File: src/xpsc_regs.vh
/*
 * Constants for the crosspoint switch control block: register map,
 * command codes, field positions and reset values.
 * Assumes inclusion by the single design file; definitions only.
 */
// Behaviour
// - Serial codes 0-7 route buffer to input
// - Serial 1000 grounds input, enable unchanged
// - Serial 1001 enables buffer, grounds input
// - All buffers disabled after reset
// - Serial 1010 disables buffer, slot holds 1010
// - Serial codes 1011-1111 block second-rank transfer
// - Select high serial, low parallel
// - Parallel: address selects buffer, top bit selects kind
// - Strobe rising edge captures into first rank
// - Latch rising copies whole first rank at once
// - Parallel write changes exactly one entry
// - Serial load 32 bits, MSB first, out0 first
// - Strobe qualified by both chip enables
// - Edge mode on rise, level mode while low
// - Parallel 1111 acts as software latch, only while the latch bit is high
`ifndef XPSC_REGS_VH
`define XPSC_REGS_VH

// Register byte offsets
`define XPSC_OFS_CTRL    8'h00
`define XPSC_OFS_CMD     8'h04
`define XPSC_OFS_FIRST   8'h08
`define XPSC_OFS_SECOND  8'h0c
`define XPSC_OFS_ENABLE  8'h10
`define XPSC_OFS_STATUS  8'h14

// Control register fields
`define XPSC_CTRL_SER    0
`define XPSC_CTRL_EDGE   1
`define XPSC_CTRL_CE     2
`define XPSC_CTRL_CE_N   3
`define XPSC_CTRL_LATCH  4
`define XPSC_CTRL_RST    5'h1a

// Command register fields
`define XPSC_CMD_STROBE  16
`define XPSC_CMD_SDI     0

// Command codes
`define XPSC_CODE_MAXIN  4'h7
`define XPSC_CODE_GND    4'h8
`define XPSC_CODE_ON     4'h9
`define XPSC_CODE_OFF    4'ha
`define XPSC_CODE_P_OFF  4'hb
`define XPSC_CODE_P_ON   4'hc
`define XPSC_CODE_ALLOFF 4'hd
`define XPSC_CODE_ALLON  4'he
`define XPSC_CODE_SWLAT  4'hf
`define XPSC_TOP         3

`define XPSC_CHAIN_W     32
`define XPSC_NOUT        8

// AHB constants
`define XPSC_HTRANS_NSEQ 2'b10
`define XPSC_ADDR_W      8

`endif

File: src/xpsc_top.v
/*
 * Crosspoint switch control: first and second rank command registers,
 * serial chain and parallel decode, reached over an AHB-Lite slave.
 * Assumes one clock, synchronous active-low reset, word accesses only.
 */
// The placing of the registers and register access over AHB-Lite are this design's own decisions.
`timescale 1ns/10ps
`default_nettype none
`include "xpsc_regs.vh"

module xpsc_top (
	// Clock and reset
	input  wire        sys_clk,
	input  wire        rst_n,
	// AHB-Lite slave
	input  wire        hsel,
	input  wire [31:0] haddr,
	input  wire [1:0]  htrans,
	input  wire        hwrite,
	input  wire [2:0]  hsize,
	input  wire        hready,
	input  wire [31:0] hwdata,
	output reg  [31:0] hrdata,
	output reg         hreadyout,
	output reg         hresp,
	// Switch state
	output reg  [31:0] video_outputs_route,
	output reg  [7:0]  video_outputs_enable,
	output reg         serial_out
);

////////////////////////////////////////////////////////////////////////
// Bus address phase capture

reg                      wr_pend_q;
reg                      rd_pend_q;
reg [`XPSC_ADDR_W-1:0]   addr_q;
reg [4:0]                ctrl_q;
reg [31:0]               first_q;
reg [31:0]               second_q;
reg [7:0]                enable_q;
reg                      latch_prev_q;
reg                      blocked_q;

wire take = hsel && hready && (htrans == `XPSC_HTRANS_NSEQ);

wire ser_mode = ctrl_q[`XPSC_CTRL_SER];
wire edge_md  = ctrl_q[`XPSC_CTRL_EDGE];
wire latch_ln = ctrl_q[`XPSC_CTRL_LATCH];
wire chip_en  = ctrl_q[`XPSC_CTRL_CE] && !ctrl_q[`XPSC_CTRL_CE_N];

// Strobe: a write of the command register with its strobe bit set while chip_en is true
wire cmd_wr  = wr_pend_q && (addr_q == `XPSC_OFS_CMD);
wire strobe  = cmd_wr && hwdata[`XPSC_CMD_STROBE] && chip_en;
wire [2:0] sel_out = hwdata[6:4];
wire [3:0] pdata   = hwdata[3:0];

// Reads the 4-bit slot of one output from a 32-bit rank
function [3:0] slot;
	input [31:0] rank;
	input [2:0]  idx;
	begin
		slot = rank[idx*4 +: 4];
	end
endfunction

// Any serial code above the disable code blocks the transfer
function blocks;
	input [31:0] rank;
	integer i;
	begin
		blocks = 1'b0;
		for (i = 0; i < `XPSC_NOUT; i = i + 1) begin
			if (rank[i*4 +: 4] > `XPSC_CODE_OFF) begin
				blocks = 1'b1;
			end
		end
	end
endfunction

////////////////////////////////////////////////////////////////////////
// Latch control

wire ctrl_wr  = wr_pend_q && (addr_q == `XPSC_OFS_CTRL);
wire latch_nx = ctrl_wr ? hwdata[`XPSC_CTRL_LATCH] : latch_ln;
wire lat_rise = latch_nx && !latch_prev_q;
wire sw_latch = strobe && !ser_mode && (pdata == `XPSC_CODE_SWLAT)
	&& latch_ln;
wire do_xfer  = edge_md ? lat_rise : !latch_nx;

////////////////////////////////////////////////////////////////////////
// First rank

reg [31:0] first_d;
always @* begin
	first_d = first_q;
	if (strobe) begin
		if (ser_mode) begin
			// MSB of output 0 enters first and ends at the top
			first_d = {first_q[30:0], hwdata[`XPSC_CMD_SDI]};
		end else if (!pdata[`XPSC_TOP] ||
			(pdata == `XPSC_CODE_GND)) begin
			// Output 0 sits in the top nibble, like the serial order
			first_d[(7-sel_out)*4 +: 4] = pdata;
		end
	end
end

////////////////////////////////////////////////////////////////////////
// Second rank and buffer enables

reg [31:0] second_d;
reg [7:0]  enable_d;
integer k;
always @* begin
	second_d = second_q;
	enable_d = enable_q;
	if (strobe && !ser_mode && pdata[`XPSC_TOP]) begin
		case (pdata)
			`XPSC_CODE_P_OFF:  enable_d[sel_out] = 1'b0;
			`XPSC_CODE_P_ON:   enable_d[sel_out] = 1'b1;
			`XPSC_CODE_ALLOFF: enable_d = 8'h00;
			`XPSC_CODE_ALLON:  enable_d = 8'hff;
			default:           enable_d = enable_q;
		endcase
	end
	if ((do_xfer && !(ser_mode && blocks(first_d))) || sw_latch) begin
		for (k = 0; k < `XPSC_NOUT; k = k + 1) begin
			case (slot(first_d, 3'd7 - k[2:0]))
				`XPSC_CODE_GND: begin
					second_d[k*4 +: 4] = `XPSC_CODE_GND;
				end
				`XPSC_CODE_ON: begin
					second_d[k*4 +: 4] = `XPSC_CODE_GND;
					enable_d[k] = 1'b1;
				end
				`XPSC_CODE_OFF: begin
					second_d[k*4 +: 4] = `XPSC_CODE_OFF;
					enable_d[k] = 1'b0;
				end
				default: begin
					if (slot(first_d, 3'd7 - k[2:0]) <= `XPSC_CODE_MAXIN) begin
						second_d[k*4 +: 4] = slot(first_d, 3'd7 - k[2:0]);
					end
				end
			endcase
		end
	end
end

////////////////////////////////////////////////////////////////////////
// Registers

always @(posedge sys_clk) begin
	if (!rst_n) begin
		wr_pend_q    <= 1'b0;
		rd_pend_q    <= 1'b0;
		addr_q       <= {`XPSC_ADDR_W{1'b0}};
		ctrl_q       <= `XPSC_CTRL_RST;
		first_q      <= 32'h0000_0000;
		second_q     <= 32'h0000_0000;
		enable_q     <= 8'h00;
		latch_prev_q <= 1'b1;
		blocked_q    <= 1'b0;
		hrdata       <= 32'h0000_0000;
		hreadyout    <= 1'b1;
		hresp        <= 1'b0;
		video_outputs_route  <= 32'h0000_0000;
		video_outputs_enable <= 8'h00;
		serial_out   <= 1'b0;
	end else begin
		wr_pend_q <= take && hwrite;
		rd_pend_q <= take && !hwrite;
		if (take) begin
			addr_q <= haddr[`XPSC_ADDR_W-1:0];
		end
		if (ctrl_wr) begin
			ctrl_q <= hwdata[4:0];
		end
		latch_prev_q <= latch_nx;
		first_q      <= first_d;
		second_q     <= second_d;
		enable_q     <= enable_d;
		blocked_q    <= ser_mode && blocks(first_d);
		video_outputs_route  <= second_d;
		video_outputs_enable <= enable_d;
		serial_out   <= first_d[`XPSC_CHAIN_W-1];
		hreadyout    <= 1'b1;
		hresp        <= 1'b0;
		if (take && !hwrite) begin
			case (haddr[`XPSC_ADDR_W-1:0])
				`XPSC_OFS_CTRL:   hrdata <= {27'h0, ctrl_q};
				`XPSC_OFS_FIRST:  hrdata <= first_q;
				`XPSC_OFS_SECOND: hrdata <= second_q;
				`XPSC_OFS_ENABLE: hrdata <= {24'h0, enable_q};
				`XPSC_OFS_STATUS: hrdata <= {30'h0, blocked_q, serial_out};
				default:          hrdata <= 32'h0000_0000;
			endcase
		end
	end
end

endmodule
`default_nettype wire

File: config.mk
export PLATFORM = sky130hd
export DESIGN_NAME = xpsc_top
export DESIGN_NICKNAME = d
export VERILOG_FILES = /design/src/xpsc_top.v
export VERILOG_INCLUDE_DIRS = /design/src
export SDC_FILE = /design/constraint.sdc
export NUM_CORES = 1
export LEC_CHECK = 0
export ABC_AREA = 1
export BUFFER_PORTS_ARGS = -buffer_cell sky130_fd_sc_hd__buf_4
export CAP_MARGIN = 20
export CORE_UTILIZATION = 59
export DETAILED_ROUTE_END_ITERATION = 10
export PLACE_DENSITY_LB_ADDON = 0.12
export SLEW_MARGIN = 20
export SYNTH_ARGS = -nofsm -noshare
export SYNTH_HDL_FRONTEND = slang
export SYNTH_SLANG_ARGS = --single-unit
File: constraint.sdc
create_clock -name sys_clk -period 7.1 [get_ports sys_clk]
set_input_delay 0.355 -clock sys_clk [delete_from_list [all_inputs] [get_ports sys_clk]]
set_output_delay 0.355 -clock sys_clk [all_outputs]
set_load 0.05 [all_outputs]
==> results.md, run 1 <==
- Footprint of the multi-input gates: 0.00353 mm²
- Die boundary height: 109 µm
- Class of the most critical setup path: in -> reg
- Clock root buffer: sky130_fd_sc_hd__clkbuf_16
- Data arrival time of the critical path: 4.12 ns
- Switching power summed over all nets: 0.365 mW
- Buffers inserted during post-CTS setup optimization: 0
- Busiest layer in global routing: met2
- Cell count of the worst reg-to-reg path: 17
- Ports: 149
- DR vias: 7,324
- Number of synthesized register bits: 120
- Clock Power Share: 50.5%
- Count of flip-flops with a built-in enable after synthesis: 0
- Post-detailed-route DRC marker count: 0
- Switching power as a share of total power: a little under a quarter
- Combinational Power Share: 5.7%
- Leakage power total: 3.27 nW
- Latest clock arrival within the worst-skew pair: 0.42 ns
- Capturing point of the worst reg2reg path: enable_q[2]$_SDFF_PN0_
- Grt met2 use: 53.3%
- Gate Count Post-Synth: approximately 1.1k
- Worst setup path startpoint: hwdata[4]
- Area share of the leading cell type in the synthesized netlist: 35.7%
- Worst-case hold slack: approximately 0.18 ns
- Setup violators final: 0
- Largest clock skew in the final design: between 0.01 and 0.015 ns
- Proportion of power drawn by flip-flops and latches: 43.8%
- Worst Max-Slew Pin Slew: between 0.9 and 1 ns
- Drt first-iter violations: 854
- Post_cts resized: 0
- Required time worst endpoint: 7.43 ns
- Critical-path cell with the highest stage delay: sky130_fd_sc_hd__nand2_4
- Max rail drop VDD: around 0.00016 V
- Number of nets in the finished design: 1,205
- Post-CTS Hold Buffers: 0
- Critical Path End Type: flop
- Crit path max fanout: 50
- Crit path time final: 3.79 ns
- Register-to-register path setup slack: 3.37 ns
- Number of antenna violations at the first check in global routing: 0
- Maximum operating frequency: 264 MHz
- Area added between synthesis and finish: 17.5%
- Cell type with the highest aggregate area in the netlist: sky130_fd_sc_hd__dfxtp_1
- Post-synthesis net count: 1,137
- Launch instance of the worst register-to-register path: ctrl_q[3]$_SDFFE_PN1P_
- Diode count: 0
- Placer Congestion: 1.05
- Number of CTS-inserted buffers: 17
- Drt wl/cell: 15.9 µm
- Global router's overall resource usage: 35.7%
- Most numerous cell in the Yosys netlist: sky130_fd_sc_hd__nand2_1
- Horizontal die dimension: 109 µm
- Area used by sequential logic in the layout: 0.00240 mm²
- Core region area: 0.0110 mm²
- Fraction of final layout cells sized beyond drive strength 1: roughly 14%
- Outcome: completed
- Clock Sinks: 120
- Startpoint type of the worst setup path: input port
- Cells along the critical path: buf_4 > ha_1 > ha_1 > inv_1 > nand2_1 > inv_1 > nand3_1 > inv_1 > o21ai_0 > o21ai_1 > inv_1 > nand2_1 > nand2_1 > nor2_1 > nand2_1 > nand2_2 > nand2_4 > nand2_4 > nand2_1 > a21oi_1
- First-pass iteration count of the detailed router: 6
- Yosys cell types: 38
- Total negative slack: 0 ns
- Detailed Place HPWL: roughly 14,000 µm
- Kind of path behind the tightest hold check: in -> reg
- Dominant cells by area after synthesis: sky130_fd_sc_hd__dfxtp_1 36%, sky130_fd_sc_hd__nand2_1 16%, sky130_fd_sc_hd__nand3_1 8.3%
- Average footprint of a synthesized cell: about 6.3 µm²
- Met1 routing resource usage after global routing: 49.5%
- Post-synthesis instance area: 0.00673 mm²
- Via-per-instance ratio: 5.73
- Met3 Track Usage GR: 6.58%
- Tcrit/Tclk final: 53.4%
- Die Outline Area: 0.0118 mm²
- Share of flip-flops with an asynchronous set or reset: 0%
- Deepest clock path buffer count: 2
- CTS tree: yes
- Max stage delay on crit path: 0.44 ns
- Number of buffers inserted by port buffering: 95
- Htree depth: 4
- Main flop type after synthesis: sky130_fd_sc_hd__dfxtp_1
- Clock transition at the registers of the reported paths: 0.05 ns
- Via count of the first global-routing pass: 6,175
- Pin count of the biggest net entering global routing: 89
- Worst path most repeated cell: sky130_fd_sc_hd__nand2_1
- Setup crit end: enable_q[2]$_SDFF_PN0_
- Global-route wire length before repair: 31,900 µm
- Post-detailed-routing wire length: 20,300 µm
- Endpoints failing hold: 0
- Power density over the cells: 196 mW/mm²
- RSZ-0062 raised after global routing: no
- Number of maximum-capacitance constraint violations: 0
- Post-synthesis sequential area ratio: 35.7%
- Number of cell rows: 38
- Initial Utilization: 61.2%
- Fill cells: 1,015
- Max-slew violations: 0
- Slew headroom: a little under two fifths
- Total power: 1.55 mW
- GR Overflow Total: 0
- Count of synthesis-stage warnings from yosys: 0
- Detail Route Antenna Nets: 0
- Cell types with the highest counts after synthesis: 283 x sky130_fd_sc_hd__nand2_1, 130 x sky130_fd_sc_hd__inv_1, 120 x sky130_fd_sc_hd__dfxtp_1
- Cell internal pwr: between 1 and 1.5 mW
==> worst max-delay path, delay by kind of cell <==
| family | cells | cell delay, ns |
|---|---|---|
| AOI/OAI and AO/OA | 3 | 0.64 |
| buffers and inverters | 5 | 0.86 |
| adders and majority gates | 2 | 0.58 |
| and+or+nand+nor | 10 | 1.63 |
==> layout make-up <==
| class | count | area share, % |
|---|---|---|
| clock buffers | 21 | 5.70 |
| flip-flops and latches | 120 | 30.4 |
| repair buffers | 101 | 9.59 |
| well taps | 140 | 2.22 |
| clock inverters | 9 | 0.997 |
| inverters | 135 | 6.41 |
| multi-input cells | 753 | 44.7 |
==> cell usage in the layout, fill, tap and decap left out, types with 2 or more instances in the layout <==
master / Yosys / layout
sky130_fd_sc_hd__clkbuf_1: 28 / 3
sky130_fd_sc_hd__nor2_1: 69 / 68
sky130_fd_sc_hd__a211oi_1: 3 / 3
sky130_fd_sc_hd__nand4_1: 20 / 20
sky130_fd_sc_hd__o21ai_1: 5 / 5
sky130_fd_sc_hd__nand3b_1: 2 / 2
sky130_fd_sc_hd__nor3_2: 1 / 2
sky130_fd_sc_hd__nor2_2: 4 / 5
sky130_fd_sc_hd__nor4_1: 4 / 4
sky130_fd_sc_hd__a31oi_1: 3 / 3
sky130_fd_sc_hd__inv_1: 130 / 129
sky130_fd_sc_hd__inv_2: 5 / 6
sky130_fd_sc_hd__o211ai_1: 3 / 3
sky130_fd_sc_hd__clkinvlp_4: 0 / 2
sky130_fd_sc_hd__nor3_1: 11 / 10
sky130_fd_sc_hd__nand2_1: 283 / 283
sky130_fd_sc_hd__dfxtp_1: 120 / 120
sky130_fd_sc_hd__nand2_2: 16 / 16
sky130_fd_sc_hd__a21oi_1: 100 / 100
sky130_fd_sc_hd__ha_1: 3 / 3
sky130_fd_sc_hd__o22ai_1: 30 / 30
sky130_fd_sc_hd__o21ai_0: 71 / 71
sky130_fd_sc_hd__clkinv_2: 0 / 5
sky130_fd_sc_hd__buf_4: 12 / 101
sky130_fd_sc_hd__conb_1: 2 / 2
sky130_fd_sc_hd__clkbuf_16: 0 / 17
sky130_fd_sc_hd__nand2_4: 2 / 2
sky130_fd_sc_hd__nand3_1: 111 / 111
==> how the worst min path moves through the flow <==
stage,endpoint,cells after the start,from
finish,wr_pend_q$_SDFF_PN0_,3,hwrite
global route,wr_pend_q$_SDFF_PN0_,3,hwrite
CTS,wr_pend_q$_SDFF_PN0_,3,hwrite
detailed placement,addr_q[3]$_SDFFE_PN0P_,2,addr_q[3]$_SDFFE_PN0P_
global placement,addr_q[3]$_SDFFE_PN0P_,2,addr_q[3]$_SDFFE_PN0P_
floorplan,addr_q[3]$_SDFFE_PN0P_,2,addr_q[3]$_SDFFE_PN0P_
==> sequential cells by signal, summed over array words and instances, names as in the netlist <==
register / cells
addr_q: 8
blocked_q: 1
ctrl_q: 5
enable_q: 8
first_q: 31
hrdata: 32
latch_prev_q: 1
second_q: 32
serial_out: 1
wr_pend_q: 1
==> cells by family after synthesis <==
| logic type | Yosys count | synth area share, % |
|---|---|---|
| compound gates | 220 | 17.5 |
| fa+ha+maj | 3 | 0.558 |
| simple gates | 527 | 34.0 |
| mux | 1 | 0.167 |
| flops | 120 | 35.7 |
| buf+inv | 187 | 11.9 |
| other cells | 2 | 0.112 |
==> stage by stage <==
| step | util [%] | setup WS, ns | instance area, µm² | instances |
|---|---|---|---|---|
| after floorplan | - | 4.32 | 6730 | 1060 |
| after global placement | 67.1 | 3.06 | 7370 | 1249 |
| after detailed placement | 67.1 | 3.02 | 7370 | 1249 |
| after CTS | 71.9 | 3.44 | 7900 | 1279 |
| after global routing | 72.0 | 3.02 | 7900 | 1279 |
| final | 72.0 | 3.31 | 7900 | 1279 |
==> power groups by stage <==
stage | combinational [mW] | sequential [mW] | clock, mW
after floorplan | 0.0594 | 0.692 | 0
after global placement | 0.0836 | 0.691 | 0
after detailed placement | 0.0843 | 0.691 | 0
after CTS | 0.0847 | 0.677 | 0.784
after global routing | 0.0952 | 0.677 | 0.820
final | 0.0874 | 0.677 | 0.781
==> per-layer routing <==
layer	part of all wire, %	wire (µm)	up-vias
met4	3.5	715	0
met1	43	8780	3258
li1	-	-	3603
met5	0	0	-
met3	10	2080	56
met2	43	8720	407
Power figures use the tool's default switching activity.
==> run 2: changes to the inputs <==
Settings changed: CORE_UTILIZATION 59 to 55.
Clock period 7.1 ns to 3.61 ns, I/O delays scaled along.
==> run 2 against run 1 <==
Sequential power up 96%; critical endpoint is now second_q[3]$_SDFFE_PN0P_; register-to-register slack lost 3.0 ns; combinational power increased by 100%; largest power group unchanged; via count shrank 0.53%; core utilization down 4.1 points; first-iteration DRC count is 23% lower; wire length rose by 3.4%.
==> results.md, run 2 (synthesized netlist as in run 1, its figures left out) <==
- Critical Path End Type: flop
- Power density over the cells: 376 mW/mm² (+92%)
- Maximum operating frequency: just over 300 MHz
- Highest-count cells in the layout ignoring fill and taps: 283 x sky130_fd_sc_hd__nand2_1, 129 x sky130_fd_sc_hd__inv_1, 121 x sky130_fd_sc_hd__buf_4, 120 x sky130_fd_sc_hd__dfxtp_1, 111 x sky130_fd_sc_hd__nand3_1
- Number of antenna violations at the first check in global routing: 0 (unchanged)
- Via-per-instance ratio: 5.56 (-3.0%)
- Class of the most critical setup path: reg -> reg
- RSZ-0062 raised after global routing: no
- Core region area: 0.0120 mm² (+8.9%)
- Tcrit/Tclk final: 88.8%
- Post_cts resized: 0 (unchanged)
- Number of buffers inserted by port buffering: 95 (unchanged)
- Global router's overall resource usage: 34.1% (-1.6 points)
- Regs by FF count: hrdata x32, second_q x32, first_q x31
- Number of nets in the finished design: 1,228 (+1.9%)
- DR vias: 7,285 (-0.53%)
- Met3 WL: 2170 µm (+4.2%)
- Number of cell rows: 40 (+5.3%)
- Area added between synthesis and finish: 20.8%
- Initial Utilization: 56.2% (-5.0 points)
- Leakage power total: 3.39 nW (+3.9%)
- Placer Congestion: 0.990 (-5.7%)
- Startpoint type of the worst setup path: flop
- Number of CTS-inserted buffers: 17 (unchanged)
- Number of maximum-capacitance constraint violations: 0 (unchanged)
- Pin count of the biggest net entering global routing: 57 (-36%)
- Area after DPL: 0.00759 mm² (+3.0%)
- Setup violators final: 0 (unchanged)
- Worst Max-Slew Pin Slew: 0.922 ns (-0.0146 ns)
- Required time worst endpoint: 3.88 ns (-3.55 ns)
- Met1 WL: 9160 µm (+4.3%)
- Fraction of final layout cells sized beyond drive strength 1: 16.0% (+1.6 points)
- Largest clock skew in the final design: 0.00966 ns (-0.000400 ns)
- Detailed Place HPWL: 15,300 µm (+7.5%)
- Slew headroom: 38.5% (+0.90 points)
- Most common cell after layout, fill and taps aside: sky130_fd_sc_hd__nand2_1
- Clock transition at the registers of the reported paths: 0.05 ns (about the same)
- Topmost layer with routed signal wires: met4
- Die Outline Area: 0.0127 mm² (+7.1%)
- Buffers inserted during post-CTS setup optimization: 0 (unchanged)
- Horizontal die dimension: 113 µm (+3.5%)
- Ports: 149 (unchanged)
- Register-to-register path setup slack: 0.40 ns (-2.97 ns)
- Kind of path behind the tightest hold check: in -> reg
- Post-CTS Hold Buffers: 0 (unchanged)
- Drt wl/cell: 16.0 µm (+0.84%)
- Post-detailed-route DRC marker count: 0 (unchanged)
- GR Overflow Total: 0 (unchanged)
- Post-detailed-routing wire length: 21,000 µm (+3.4%)
- Fill cells: 1,114 (+9.8%)
- Data arrival time of the critical path: 3.47 ns (-0.65 ns)
- Global-route wire length before repair: 33,000 µm (+3.5%)
- Endpoints failing hold: 0 (unchanged)
- Crit path time final: about 3.2 ns
- Clock root buffer: sky130_fd_sc_hd__clkbuf_16
- Total negative slack: 0 ns (unchanged)
- Diode count: 0 (unchanged)
- Clock Sinks: 120 (unchanged)
- Drt first-iter violations: 659 (-23%)
- Latest clock arrival within the worst-skew pair: 0.42 ns (about the same)
- Via count of the first global-routing pass: 6,280 (+1.7%)
- Max-slew violations: 0 (unchanged)
- Max rail drop VDD: 0.000246 V (+58%)
- Length of routed met2 wiring: 9120 µm (+4.6%)
- Detail Route Antenna Nets: 0 (unchanged)
- Deepest clock path buffer count: 2 (unchanged)
- CTS tree: yes
- Die boundary height: 113 µm (+3.5%)
- Crit path max fanout: 13 (-74%)
- Outcome: completed
- Htree depth: 4 (unchanged)
- Non-Filler Cell Area, Final: 0.00812 mm² (+2.8%)
- First-pass iteration count of the detailed router: 7 (+1)
-- run 2: cell count changes in the layout (fill, tap and decap cells not counted), sizes merged --
cell / before / now
buf: 101 / 124
clkbuf: 21 / 23
clkinv: 6 / 7
clkinvlp: 2 / 1
-- run 2: worst paths after layout --
check | from | end | cells past startpoint
worst max-delay path | addr_q[6]$_SDFFE_PN0P_ | second_q[3]$_SDFFE_PN0P_ | 20
worst min-delay path | hwrite | wr_pend_q$_SDFF_PN0_ | 3
worst min register to register | addr_q[3]$_SDFFE_PN0P_ | addr_q[3]$_SDFFE_PN0P_ | 2
worst max register to register | addr_q[6]$_SDFFE_PN0P_ | second_q[3]$_SDFFE_PN0P_ | 20
-- run 2: power breakdown --
group          switching, mW  total, mW  internal (mW)
clock                  0.589       1.54          0.955
sequential           0.00203       1.33           1.33
combinational          0.127      0.178         0.0511
-- run 2: cell type report --
class / instances / area [µm²] / share of cell area (%)
clock buffers: 23 / 458 / 5.64
clock inverters: 9 / 76.3 / 0.940
inverters: 135 / 507 / 6.24
multi-input cells: 753 / 3530 / 43.4
flip-flops and latches: 120 / 2400 / 29.6
well taps: 147 / 184 / 2.26
repair buffers: 124 / 968 / 11.9
-- run 2: metal layers --
metal / up-vias / track usage (%)
li1: 3657 / -
met3: 38 / 11.1
met1: 3249 / 45.1
met5: - / 0
met2: 341 / 51.7
met4: 0 / 12.5
-- run 2: per-stage QoR --
step / hold WS, ns / setup slack, ns / instances / utilization (%) / power (mW)
global placement: 0.431 / 0.329 / 1279 / 63.4 / 1.53
global route: 0.0447 / 0.151 / 1311 / 67.9 / 3.16
finish: 0.0318 / 0.403 / 1311 / 67.9 / 3.05
floorplan: 0.300 / 1.00 / 1060 / - / 1.48
CTS: 0.0244 / 0.453 / 1311 / 67.9 / 3.07
detailed placement: 0.435 / 0.299 / 1279 / 63.4 / 1.53
-- run 2: worst max-delay path: stages (launching register included) --
cell	delay, ns
sky130_fd_sc_hd__dfxtp_1	0.30
sky130_fd_sc_hd__inv_1	0.07
sky130_fd_sc_hd__nand2_1	0.06
sky130_fd_sc_hd__nor2_2	0.16
sky130_fd_sc_hd__nand3_1	0.33
sky130_fd_sc_hd__nor2_4	0.37
sky130_fd_sc_hd__buf_4	0.27
sky130_fd_sc_hd__nand3_1	0.09
sky130_fd_sc_hd__nand2_1	0.12
sky130_fd_sc_hd__inv_1	0.09
sky130_fd_sc_hd__nand2_2	0.13
sky130_fd_sc_hd__nand2_1	0.07
sky130_fd_sc_hd__nor2_1	0.12
sky130_fd_sc_hd__nand2_1	0.08
sky130_fd_sc_hd__nand2_2	0.10
sky130_fd_sc_hd__nand2_4	0.06
sky130_fd_sc_hd__nand2_4	0.17
sky130_fd_sc_hd__buf_4	0.21
sky130_fd_sc_hd__nand2_2	0.08
sky130_fd_sc_hd__nand2_1	0.08
sky130_fd_sc_hd__a21oi_1	0.06
==> run 3: changes to the inputs <==
Settings changed: CORE_ASPECT_RATIO set to 1.5.
==> run 3 against run 2 <==
Sequential power barely moved; hold slack improved by 0.0052 ns; largest power group unchanged; final cell count rose by 0.84%; die area barely moved; core utilization rose by 1.1 points.
==> results.md, run 3 (synthesized netlist as in run 1, its figures left out) <==
- Footprint of the multi-input gates: 0.00353 mm² (unchanged)
- Area added between synthesis and finish: 22.6%
- Die boundary height: 137 µm (+22%)
- Buffers inserted during post-CTS setup optimization: 0 (unchanged)
- Via count of the first global-routing pass: 6,721 (+7.0%)
- Clock transition at the registers of the reported paths: 0.06 ns (about the same)
- Placer Congestion: 1.07 (+7.9%)
- Drt first-iter violations: 564 (-14%)
- Area used by sequential logic in the layout: 0.00240 mm² (unchanged)
- Crit path max fanout: 24 (+11)
- Initial Utilization: 56.3% (about the same)
- Post-CTS Hold Buffers: 1 (+1)
- Core region area: 0.0120 mm² (about the same)
- Via-per-instance ratio: 5.63 (+1.3%)
- Setup violators final: 0 (unchanged)
- Die Outline Area: 0.0127 mm² (about the same)
- Global router's overall resource usage: 35.7% (+1.7 points)
- Number of nets in the finished design: 1,233 (+0.41%)
- First-pass iteration count of the detailed router: 8 (+1)
- Number of cell rows: 49 (+23%)
- Critical Path End Type: flop
- Total negative slack: 0 ns (unchanged)
- Data arrival time of the critical path: 3.37 ns (-0.10 ns)
- Endpoints failing hold: 0 (unchanged)
- Class of the most critical setup path: reg -> reg
- Crit path time final: 3.11 ns (-0.0989 ns)
- Tcrit/Tclk final: 86.1% (-2.7 points)
- Horizontal die dimension: 92.3 µm (-18%)
- Required time worst endpoint: 3.87 ns (about the same)
- Outcome: completed
- Diode count: 0 (unchanged)
- Highest-count cells in the layout ignoring fill and taps: 283 x sky130_fd_sc_hd__nand2_1, 129 x sky130_fd_sc_hd__inv_1, 125 x sky130_fd_sc_hd__buf_4, 120 x sky130_fd_sc_hd__dfxtp_1, 111 x sky130_fd_sc_hd__nand3_1
- Post-detailed-route DRC marker count: 0 (unchanged)
- Drt wl/cell: 16.8 µm (+4.7%)
- Detail Route Antenna Nets: 0 (unchanged)
- CTS tree: yes
- Core utilization of the finished layout: 69.0% (+1.1 points)
- Detailed Place HPWL: 16,300 µm (+6.3%)
- Global-route wire length before repair: 34,400 µm (+4.1%)
- Post_cts resized: 0 (unchanged)
- Post-detailed-routing wire length: 22,100 µm (+5.5%)
- Kind of path behind the tightest hold check: in -> reg
- Fraction of final layout cells sized beyond drive strength 1: 16.6% (+0.62 points)
- Max-slew violations: 0 (unchanged)
- RSZ-0062 raised after global routing: no
- Number of buffers inserted by port buffering: 95 (unchanged)
- Largest clock skew in the final design: 0.0113 ns (+0.00162 ns)
- Clock root buffer: sky130_fd_sc_hd__clkbuf_16
- Worst Max-Slew Pin Slew: 0.965 ns (+0.0430 ns)
- Number of maximum-capacitance constraint violations: 0 (unchanged)
- GR Overflow Total: 0 (unchanged)
- Regs by FF count: hrdata x32, second_q x32, first_q x31
- Ports: 149 (unchanged)
- Number of antenna violations at the first check in global routing: 0 (unchanged)
- Number of CTS-inserted buffers: 17 (unchanged)
- DR vias: 7,443 (+2.2%)
- Fill cells: 1,108 (-0.54%)
- Maximum operating frequency: 322 MHz (+3.2%)
- Deepest clock path buffer count: 2 (unchanged)
- Clock Sinks: 120 (unchanged)
- Latest clock arrival within the worst-skew pair: 0.42 ns (about the same)
- Slew headroom: 35.6% (-2.9 points)
- Max rail drop VDD: 0.000338 V (+37%)
- Most common cell after layout, fill and taps aside: sky130_fd_sc_hd__nand2_1
- Htree depth: 4 (unchanged)
- Pin count of the biggest net entering global routing: 57 (unchanged)
- Startpoint type of the worst setup path: flop
- Power density over the cells: 399 mW/mm² (+6.2%)
- Leakage power total: 3.44 nW (+1.5%)
run 3: changes by cell type in the layout (fill, tap and decap cells not counted):
cell | previous run | this run
sky130_fd_sc_hd__bufinv_16 | 1 | 3
sky130_fd_sc_hd__clkinv_2 | 6 | 2
sky130_fd_sc_hd__buf_4 | 121 | 125
sky130_fd_sc_hd__dlygate4sd3_1 | 0 | 1
sky130_fd_sc_hd__inv_6 | 0 | 3
sky130_fd_sc_hd__clkinv_4 | 1 | 3
sky130_fd_sc_hd__clkinvlp_4 | 1 | 2
sky130_fd_sc_hd__clkbuf_1 | 5 | 1
run 3: area by class of cell:
cell class                 instances  area share (%)
multi-input combinational        753            42.8
sequential                       120            29.1
timing repair buffer             129            12.2
inverter                         135            6.14
clock buffer                      19            5.37
tap                              153            2.32
clock inverter                    13            2.03
run 3: final timing paths:
kind / from / to / slack, ns / depth (start not counted)
setup / recovery: ctrl_q[3]$_SDFFE_PN1P_ / second_q[6]$_SDFFE_PN0P_ / 0.50 / 20
setup reg to reg: ctrl_q[3]$_SDFFE_PN1P_ / second_q[6]$_SDFFE_PN0P_ / 0.50 / 20
hold reg to reg: addr_q[3]$_SDFFE_PN0P_ / addr_q[3]$_SDFFE_PN0P_ / 0.45 / 2
hold / removal: haddr[4] / addr_q[4]$_SDFFE_PN0P_ / 0.04 / 3
run 3: metrics by stage:
stage          setup WS [ns]  total power [mW]  instance area, µm²  hold slack [ns]  cells
6_report               0.502              3.29                8250           0.0370   1322
5_1_grt                0.274              3.37                8250           0.0486   1322
4_1_cts                0.550              3.29                8250           0.0354   1322
3_5_place_dp           0.224              1.54                7630            0.433   1289
3_3_place_gp           0.297              1.54                7630            0.430   1289
2_1_floorplan           1.00              1.48                6730            0.300   1060
run 3: critical path, stage by stage (launching register included):
cell	delay [ns]
sky130_fd_sc_hd__dfxtp_1	0.30
sky130_fd_sc_hd__inv_1	0.13
sky130_fd_sc_hd__nand2_1	0.07
sky130_fd_sc_hd__nor2_1	0.13
sky130_fd_sc_hd__nand3_1	0.26
sky130_fd_sc_hd__nor2_4	0.14
sky130_fd_sc_hd__buf_4	0.29
sky130_fd_sc_hd__nand3_1	0.12
sky130_fd_sc_hd__nand2_1	0.17
sky130_fd_sc_hd__inv_2	0.07
sky130_fd_sc_hd__nand2_2	0.14
sky130_fd_sc_hd__nand2_1	0.07
sky130_fd_sc_hd__nor2_1	0.24
sky130_fd_sc_hd__nand2_1	0.11
sky130_fd_sc_hd__nand2_2	0.10
sky130_fd_sc_hd__nand2_4	0.07
sky130_fd_sc_hd__nand2_4	0.13
sky130_fd_sc_hd__buf_12	0.18
sky130_fd_sc_hd__nand2_2	0.09
sky130_fd_sc_hd__nand2_1	0.06
sky130_fd_sc_hd__a21oi_1	0.06
run 3: layer usage:
| metal | GRT usage (%) | routed length [µm] | up-vias |
|---|---|---|---|
| met4 | 30.4 | 1900 | 0 |
| met5 | 0 | 0 | - |
| met3 | 6.84 | 1300 | 94 |
| li1 | - | - | 3664 |
| met2 | 59.5 | 10500 | 311 |
| met1 | 39.0 | 8470 | 3374 |
run 3: report_power, final:
| part | switching [mW] | internal [mW] |
|---|---|---|
| Sequential | 0.00202 | 1.33 |
| Combinational | 0.130 | 0.0525 |
| Clock | 0.669 | 1.11 |
